$ cat src/logic/colour_result_pkg.sv
/*
 * Constants for the colour result block: register offsets, field positions,
 * reset values, slave address and compensation weights.
 * Assumes one system clock; the serial host talks through the target module.
 */
// How it works
// - Green result bytes at 0x09 and 0x0A
// - Red result bytes at 0x0B and 0x0C
// - Blue result bytes at 0x0D and 0x0E
// - Sixteen bits, or twelve bits at low resolution
// - Results refresh after every finished conversion
// - All result bytes read zero after reset
// - Double buffered, reads never see half updates
// - Answer only slave address 1000100
// - Offset 0x02 bit 7 coarse, bits 5..0 fine
// - Counts scale with chosen resolution
// - Completion flag high when done, low converting
// - Resolution bit 0 selects 16, 1 selects 12
package colour_result_pkg;
   localparam logic [6:0] SLAVE_ADDR       = 7'h44;
   localparam logic [7:0] OFS_COMP_CFG     = 8'h02;
   localparam logic [7:0] OFS_GREEN_LOW    = 8'h09;
   localparam logic [7:0] OFS_GREEN_HIGH   = 8'h0A;
   localparam logic [7:0] OFS_RED_LOW      = 8'h0B;
   localparam logic [7:0] OFS_RED_HIGH     = 8'h0C;
   localparam logic [7:0] OFS_BLUE_LOW     = 8'h0D;
   localparam logic [7:0] OFS_BLUE_HIGH    = 8'h0E;
   localparam int         COARSE_BIT       = 7;
   localparam int         FINE_MSB         = 5;
   localparam logic [7:0] COMP_CFG_WMASK   = 8'hBF;
   localparam logic [7:0] COMP_CFG_RESET   = 8'h00;
   localparam logic [15:0] RESULT_RESET    = 16'h0000;
   localparam logic [7:0] COARSE_WEIGHT    = 8'h6A;
   localparam int         COMP_SHIFT       = 8;
   localparam int         LOW_RES_SHIFT    = 4;
   localparam logic [7:0] UNMAPPED_READ    = 8'h00;
endpackage : colour_result_pkg

$ cat src/logic/serial_target.sv
/*
 * Byte-level serial bus target: start/stop detection, address match,
 * register pointer with auto increment, byte writes and byte reads.
 * Assumes scl/sda arrive asynchronously and the bus wire is resolved outside.
 */
`timescale 1ns/1ps
module serial_target (
   // Clock and reset
   input  wire logic       sys_clk,
   input  wire logic       rst,
   // Bus pins
   input  wire logic       scl_in,
   input  wire logic       sda_in,
   output logic            sda_out,
   output logic            sda_oe,
   // Register side
   output logic            start_pulse,
   output logic [7:0]      reg_ptr,
   output logic            wr_strobe,
   output logic [7:0]      wr_data,
   input  wire logic [7:0] rd_data
);
   typedef enum {IDLE, ADDR, ADDR_ACK, REG, REG_ACK, WDATA, SEND, SEND_ACK} tstate_type;

   tstate_type state;
   logic [2:0] scl_pipe;
   logic [2:0] sda_pipe;
   logic [3:0] bit_cnt;
   logic [7:0] shift;
   logic [7:0] tx;
   logic       acked;
   logic       scl_rise;
   logic       scl_fall;
   logic       start_cond;
   logic       stop_cond;

   // Bit 0 is the first stage and is only read by bit 1
   always_ff @(posedge sys_clk) begin
      if (rst) begin
         scl_pipe <= 3'h7;
         sda_pipe <= 3'h7;
      end else begin
         scl_pipe <= {scl_pipe[1:0], scl_in};
         sda_pipe <= {sda_pipe[1:0], sda_in};
      end
   end

   assign scl_rise   = scl_pipe[1] & ~scl_pipe[2];
   assign scl_fall   = ~scl_pipe[1] & scl_pipe[2];
   assign start_cond = scl_pipe[1] & sda_pipe[2] & ~sda_pipe[1];
   assign stop_cond  = scl_pipe[1] & ~sda_pipe[2] & sda_pipe[1];
   assign sda_out    = 1'b0;

   always_ff @(posedge sys_clk) begin
      if (rst) begin
         state       <= IDLE;
         bit_cnt     <= 4'h0;
         shift       <= 8'h00;
         tx          <= 8'h00;
         acked       <= 1'b0;
         sda_oe      <= 1'b0;
         reg_ptr     <= 8'h00;
         wr_strobe   <= 1'b0;
         wr_data     <= 8'h00;
         start_pulse <= 1'b0;
      end else begin
         wr_strobe   <= 1'b0;
         start_pulse <= 1'b0;
         // Pointer steps only after the strobe, so a write lands at its own offset
         if (wr_strobe) begin
            reg_ptr <= reg_ptr + 8'h01;
         end
         if (start_cond) begin
            state       <= ADDR;
            bit_cnt     <= 4'h0;
            sda_oe      <= 1'b0;
            start_pulse <= 1'b1;
         end else if (stop_cond) begin
            state  <= IDLE;
            sda_oe <= 1'b0;
         end else begin
            case (state)
               ADDR, REG, WDATA: begin
                  if (scl_rise) begin
                     shift   <= {shift[6:0], sda_pipe[1]};
                     bit_cnt <= bit_cnt + 4'h1;
                  end else if (scl_fall && bit_cnt == 4'h8) begin
                     bit_cnt <= 4'h0;
                     if (state == ADDR) begin
                        // Any other address leaves the bus untouched until the next start
                        if (shift[7:1] == colour_result_pkg::SLAVE_ADDR) begin
                           sda_oe <= 1'b1;
                           acked  <= shift[0];
                           state  <= ADDR_ACK;
                        end else begin
                           state <= IDLE;
                        end
                     end else if (state == REG) begin
                        reg_ptr <= shift;
                        sda_oe  <= 1'b1;
                        state   <= REG_ACK;
                     end else begin
                        wr_data   <= shift;
                        wr_strobe <= 1'b1;
                        sda_oe    <= 1'b1;
                        state     <= REG_ACK;
                     end
                  end
               end
               ADDR_ACK: begin
                  if (scl_fall) begin
                     if (acked) begin
                        tx     <= rd_data;
                        sda_oe <= ~rd_data[7];
                        state  <= SEND;
                     end else begin
                        sda_oe <= 1'b0;
                        state  <= REG;
                     end
                  end
               end
               REG_ACK: begin
                  if (scl_fall) begin
                     sda_oe <= 1'b0;
                     state  <= WDATA;
                  end
               end
               SEND: begin
                  if (scl_rise) begin
                     bit_cnt <= bit_cnt + 4'h1;
                  end else if (scl_fall) begin
                     if (bit_cnt == 4'h8) begin
                        bit_cnt <= 4'h0;
                        sda_oe  <= 1'b0;
                        state   <= SEND_ACK;
                     end else begin
                        tx     <= {tx[6:0], 1'b0};
                        sda_oe <= ~tx[6];
                     end
                  end
               end
               SEND_ACK: begin
                  if (scl_rise) begin
                     acked <= ~sda_pipe[1];
                     if (!sda_pipe[1]) begin
                        reg_ptr <= reg_ptr + 8'h01;
                     end
                  end else if (scl_fall) begin
                     if (acked) begin
                        tx     <= rd_data;
                        sda_oe <= ~rd_data[7];
                        state  <= SEND;
                     end else begin
                        state <= IDLE;
                     end
                  end
               end
               default: begin
                  sda_oe <= 1'b0;
               end
            endcase
         end
      end
   end
endmodule : serial_target

$ cat src/logic/colour_result_regs.sv
/*
 * Colour result registers: compensation, resolution trim, live capture,
 * read snapshot, completion flag and the register read/write map.
 * Assumes the front end delivers raw counts with a one-cycle done pulse on
 * sys_clk, and the serial pins arrive from outside the clock domain.
 */
`timescale 1ns/1ps
module colour_result_regs (
   // Clock and reset
   input  wire logic        sys_clk,
   input  wire logic        rst,
   // Serial bus pins
   input  wire logic        scl_in,
   input  wire logic        sda_in,
   output logic             sda_out,
   output logic             sda_oe,
   // Front end results
   input  wire logic        conv_start,
   input  wire logic        conv_done,
   input  wire logic [15:0] raw_green,
   input  wire logic [15:0] raw_red,
   input  wire logic [15:0] raw_blue,
   input  wire logic [15:0] raw_ir,
   input  wire logic        resolution_select,
   // Status and settings toward the front end
   output logic             conversion_complete_flag,
   output logic             ir_coarse_comp_bit,
   output logic [5:0]       ir_fine_comp_field
);
   logic [7:0]  comp_cfg;
   logic [15:0] live_green;
   logic [15:0] live_red;
   logic [15:0] live_blue;
   logic [15:0] snap_green;
   logic [15:0] snap_red;
   logic [15:0] snap_blue;
   logic        start_pulse;
   logic [7:0]  reg_ptr;
   logic        wr_strobe;
   logic [7:0]  wr_data;
   logic [7:0]  rd_data;

   // Subtracts the weighted infrared share, floored at zero
   function automatic logic [15:0] compensate(input logic [15:0] raw,
                                              input logic [15:0] ir,
                                              input logic [7:0]  cfg);
      logic [7:0]  weight;
      logic [23:0] product;
      logic [15:0] share;
      weight  = (cfg[colour_result_pkg::COARSE_BIT] ? colour_result_pkg::COARSE_WEIGHT : 8'h00)
                + {2'b00, cfg[colour_result_pkg::FINE_MSB:0]};
      product = ir * weight;
      share   = product[23:colour_result_pkg::COMP_SHIFT];
      compensate = (raw > share) ? raw - share : 16'h0000;
   endfunction : compensate

   // Trims a count to the selected resolution
   function automatic logic [15:0] trim(input logic [15:0] value, input logic low_res);
      logic [15:0] shifted;
      shifted = value >> colour_result_pkg::LOW_RES_SHIFT;
      // High nibble is forced clear at twelve bits
      trim = low_res ? {4'h0, shifted[11:0]} : value;
   endfunction : trim

   serial_target target (
      .sys_clk     (sys_clk),
      .rst         (rst),
      .scl_in      (scl_in),
      .sda_in      (sda_in),
      .sda_out     (sda_out),
      .sda_oe      (sda_oe),
      .start_pulse (start_pulse),
      .reg_ptr     (reg_ptr),
      .wr_strobe   (wr_strobe),
      .wr_data     (wr_data),
      .rd_data     (rd_data)
   );

   // Compensation setting, the only writable byte here
   always_ff @(posedge sys_clk) begin
      if (rst) begin
         comp_cfg <= colour_result_pkg::COMP_CFG_RESET;
      end else if (wr_strobe && reg_ptr == colour_result_pkg::OFS_COMP_CFG) begin
         comp_cfg <= wr_data & colour_result_pkg::COMP_CFG_WMASK;
      end
   end

   assign ir_coarse_comp_bit = comp_cfg[colour_result_pkg::COARSE_BIT];
   assign ir_fine_comp_field = comp_cfg[colour_result_pkg::FINE_MSB:0];

   // Live buffer takes each finished conversion whole
   always_ff @(posedge sys_clk) begin
      if (rst) begin
         live_green <= colour_result_pkg::RESULT_RESET;
         live_red   <= colour_result_pkg::RESULT_RESET;
         live_blue  <= colour_result_pkg::RESULT_RESET;
      end else if (conv_done) begin
         live_green <= trim(compensate(raw_green, raw_ir, comp_cfg), resolution_select);
         live_red   <= trim(compensate(raw_red, raw_ir, comp_cfg), resolution_select);
         live_blue  <= trim(compensate(raw_blue, raw_ir, comp_cfg), resolution_select);
      end
   end

   // Snapshot frozen at each start so a burst never mixes two conversions
   always_ff @(posedge sys_clk) begin
      if (rst) begin
         snap_green <= colour_result_pkg::RESULT_RESET;
         snap_red   <= colour_result_pkg::RESULT_RESET;
         snap_blue  <= colour_result_pkg::RESULT_RESET;
      end else if (start_pulse) begin
         snap_green <= live_green;
         snap_red   <= live_red;
         snap_blue  <= live_blue;
      end
   end

   // Done wins over a start arriving in the same cycle
   always_ff @(posedge sys_clk) begin
      if (rst) begin
         conversion_complete_flag <= 1'b0;
      end else if (conv_done) begin
         conversion_complete_flag <= 1'b1;
      end else if (conv_start) begin
         conversion_complete_flag <= 1'b0;
      end
   end

   always_comb begin
      case (reg_ptr)
         colour_result_pkg::OFS_COMP_CFG:   rd_data = comp_cfg;
         colour_result_pkg::OFS_GREEN_LOW:  rd_data = snap_green[7:0];
         colour_result_pkg::OFS_GREEN_HIGH: rd_data = snap_green[15:8];
         colour_result_pkg::OFS_RED_LOW:    rd_data = snap_red[7:0];
         colour_result_pkg::OFS_RED_HIGH:   rd_data = snap_red[15:8];
         colour_result_pkg::OFS_BLUE_LOW:   rd_data = snap_blue[7:0];
         colour_result_pkg::OFS_BLUE_HIGH:  rd_data = snap_blue[15:8];
         default:                           rd_data = colour_result_pkg::UNMAPPED_READ;
      endcase
   end
endmodule : colour_result_regs

$ cat config.mk
export PLATFORM = sky130hd
export DESIGN_NAME = colour_result_regs
export DESIGN_NICKNAME = d
export VERILOG_FILES = /design/src/logic/colour_result_pkg.sv /design/src/logic/serial_target.sv /design/src/logic/colour_result_regs.sv
export SDC_FILE = /design/constraint.sdc
export NUM_CORES = 1
export LEC_CHECK = 0
export BUFFER_PORTS_ARGS = -buffer_cell sky130_fd_sc_hd__buf_4
export CAP_MARGIN = 30
export CORE_MARGIN = 3
export CORE_UTILIZATION = 35
export DETAILED_ROUTE_END_ITERATION = 6
export PLACE_DENSITY = 0.48
export SLEW_MARGIN = 20
export SYNTH_ARGS = -nofsm -noshare
export SYNTH_HDL_FRONTEND = slang
export SYNTH_SLANG_ARGS = --single-unit
$ cat constraint.sdc
create_clock -name sys_clk -period 10 [get_ports sys_clk]
set_clock_uncertainty 0.1 [all_clocks]
set_input_delay 1 -clock sys_clk [delete_from_list [all_inputs] [get_ports sys_clk]]
set_output_delay 1 -clock sys_clk [all_outputs]
set_load 0.03 [all_outputs]
==> results.md <==
- Post-synthesis mux area share: 0.0571
- Fin crit period: 8.93 ns
- Drt drc: 0
- CTS tree: yes
- Hold Crit Start: target.scl_pipe[0]
- Post-synth top area cell: dfxtp_1
- Leak Pwr: 6.23 nW
- Commonest non-fill, non-tap cells in the layout: 168 x nor2_1, 168 x nand2_1, 150 x dfxtp_1
- Final hold violation count: 0
- Syn avg cell area: 8.29 sq um
- Fillers: 3827
- Antenna violations before repair: 0
- Starting Density: 0.358
- Reg2Reg Depth: 31
- Layout area overhead: 12.0%
- Routed WL per cell: 17.7 microns
- Post-Route WL: 37800 microns
- YS warnings: 0
- Clock Pin Slew Worst Setup and Hold Paths: 0.07 ns
- Final-report max-slew violation count: 0
- CP required: 10.22 ns
- Final worst slack: 1.07 ns
- RSZ-0062 raised after global routing: false
- Grt total ovfl: 0
- Fin cells: 2139
- Clock Tree Buf Depth: 2
- Buf/Inv on CP: 1
- Postcts setup bufs: 0
- Hold path depth: 1
- Fin crit share: 0.893
- Post-synth ARST share: 0
- Hold Slack: 0.309 ns
- Adder-Cell Fraction of Synth Area: 0.216
- Slew margin rel.: 0.375
- Top_reg_cell synth: dfxtp_1
- Full die area: 40100 sq um
- Vias per inst: 5.26
- EDFF count, synth: 0
- TritonCTS Buffers: 17
- P per Cell Area: 99.5 nW/um^2
- Fraction of layout cells with a size suffix above 1: 0.101
- DP Wirelength: 29800 microns
- Synth area leaders: dfxtp_1 23%, fa_1 13%, ha_1 7.8%
- Final TNS setup: 0 ns
- Synth Cell Area: 13200 sq um
- Setup crit start kind: flop
- Fmax: 112 MHz
- Post-synthesis compound-gate area fraction: 0.166
- Gp weighted congestion: 0.886
- Placeable Area: 36900 sq um
- Worst Hold End: target.scl_pipe[1]
- Max rail drop VDD: 0.117 mV
- Fraction of the mapped netlist area in simple logic gates: 0.220
- Worst-Margin Slew: 0.935 ns
- DRT antenna net count: 0
- Slowest CP cell: o21ai_1
- Post-cts repair resize count: 0
- Hold-fix buffers, CTS: 0
- Final core utilization: 0.401
- Cells after Synth: 1592
- Critical path class: flop to flop
- Largest net degree at the start of global routing: 84
- DRT Pass-1 Iters: 7
- Clock root buffer master: clkbuf_16
- Final #Nets: 1861
- I/O pin total: 81
- First-pass GRT wire length: 62300 microns
- Max-cap violation count: 0
- Total number of vias: 11300
- Buffers on Ports: 79
- H-tree depth: 4
- # clock sinks: 151
- DR iter-0 viols: 745
- Yosys top cell area share: 0.229
- Largest delay share family, worst path: adder cells
- Antenna cell count: 0
- Synthesized-area fraction occupied by xor and xnor cells: 0.0545
- Worst EP arrival: 9.15 ns
- Worst-path maximum fanout: 16
- Largest family of logic cells by synthesized area: simple AND/OR/NAND/NOR gates
- Hold crit path type: flop to flop
- Reg2reg setup slack: 1.07 ns
- Pre-CTS setup slack: 1.12 ns
- Critical Path Max Stage Delay: 0.72 ns
- Outcome: finished, final reports clean
- Crit end category: flop
- FP Rows: 70
- Dpl cells: 2107
- Clk Latency, worst-skew pair: 0.43 ns
- Reg2reg start: comp_cfg[7]
- Die Y: 200 microns
- Post-Syn Nets: 1831
- Vias in the first global route: 11100
- Reg-to-Reg End: live_blue[14]
- #FFs+latches synth: 151
- GRT Total Usage: 0.191
- Cell mode on critical path: fa_1
- Die width: 200 microns
- Library cells used by synthesis: 89
- Post-synthesis sequential area ratio: 0.229
- Final Setup Violations: 0
==> worst reg2reg max path: cells and delay by family (launching register included) <==
kind	cells	cell delay, ns
AO/OA/AOI/OAI	11	2.95
XOR/XNOR	2	0.61
adder cells (fa/ha/maj)	10	3.43
buffers and inverters	1	0.24
flip-flops	1	0.52
AND/OR/NAND/NOR	7	0.98
==> how the worst max path moves through the flow <==
stage	slack (ns)	endpoint	depth (start not counted)	start
2_1_floorplan	1.67	live_blue[11]	33	comp_cfg[7]
3_3_place_gp	1.33	live_blue[14]	31	comp_cfg[3]
3_5_place_dp	1.12	live_blue[14]	31	comp_cfg[7]
4_1_cts	1.06	live_blue[14]	31	comp_cfg[7]
5_1_grt	0.42	live_blue[15]	33	comp_cfg[7]
6_report	1.07	live_blue[14]	31	comp_cfg[7]
==> cells in the mapped netlist (8+ instances only) <==
library cell and n:
nand2_1 168, o211ai_1 8, nor3_1 20, a21oi_1 69
o21ai_0 61, buf_1 8, fa_1 86, a211oi_1 22
or2_2 10, a21o_1 9, xor2_1 29, mux2i_1 73
ha_1 82, dfxtp_1 151, clkbuf_1 60, xnor2_1 48
a32oi_1 11, inv_1 110, o31ai_1 8, nand3b_1 8
and3_1 11, nor2_1 168, nand2b_1 12, buf_2 9
nand3_1 54, nand4_1 13, and2_1 90, nor2b_1 16
a22oi_1 19, a31oi_1 21, a222oi_1 9
==> cells by family (layout without fill, tap and decap cells) <==
logic type	after synthesis	after routing
other	1	1
buffers and inverters	192	235
DFF	151	151
AOI/OAI and AO/OA	312	312
and+or+nand+nor	604	604
adders and majority gates	178	178
muxes	75	75
xor gates and xnor gates	79	79
==> where the power goes <==
| part | switching (mW) | total [mW] | internal (mW) |
|---|---|---|---|
| clock | 0.288 | 0.643 | 0.355 |
| combinational | 0.119 | 0.196 | 0.0770 |
| sequential | 0.0140 | 0.631 | 0.617 |
| total | 0.421 | 1.47 | 1.05 |
==> area by class of cell <==
cell class | instances | area, sq um | share of cell area
Clock buffer | 18 | 429 | 0.0290
Clock inverter | 14 | 155 | 0.0105
Inverter | 110 | 413 | 0.0279
Multi-Input combinational cell | 1249 | 9420 | 0.638
Sequential cell | 151 | 3020 | 0.205
Tap cell | 504 | 631 | 0.0427
Timing Repair Buffer | 93 | 698 | 0.0473
==> flip-flops by register name, summed over array words and instances, names as in the netlist, 3 cells and up <==
register and count:
comp_cfg 7, live_blue 16, live_green 16, live_red 16, snap_blue 16, snap_green 16
snap_red 16, target.bit_cnt 4, target.reg_ptr 8, target.scl_pipe 3, target.sda_pipe 3, target.shift 8
target.state 3, target.tx 7, target.wr_data 7
==> per-stage QoR <==
stage | cell area (sq um) | power [mW]
3_3_place_gp | 14200 | 0.839
3_5_place_dp | 14200 | 0.838
4_1_cts | 14800 | 1.48
5_1_grt | 14800 | 1.54
6_report | 14800 | 1.47
2_1_floorplan | 13200 | 0.761
==> per-layer routing <==
metal	vias up	GRT usage	part of all wire
met1	5469	0.273	0.50
li1	5568	-	-
met5	-	0	0
met3	14	0.0211	0.030
met2	207	0.316	0.47
met4	0	0.0321	0.0052
(Power assumes the default switching activity.)
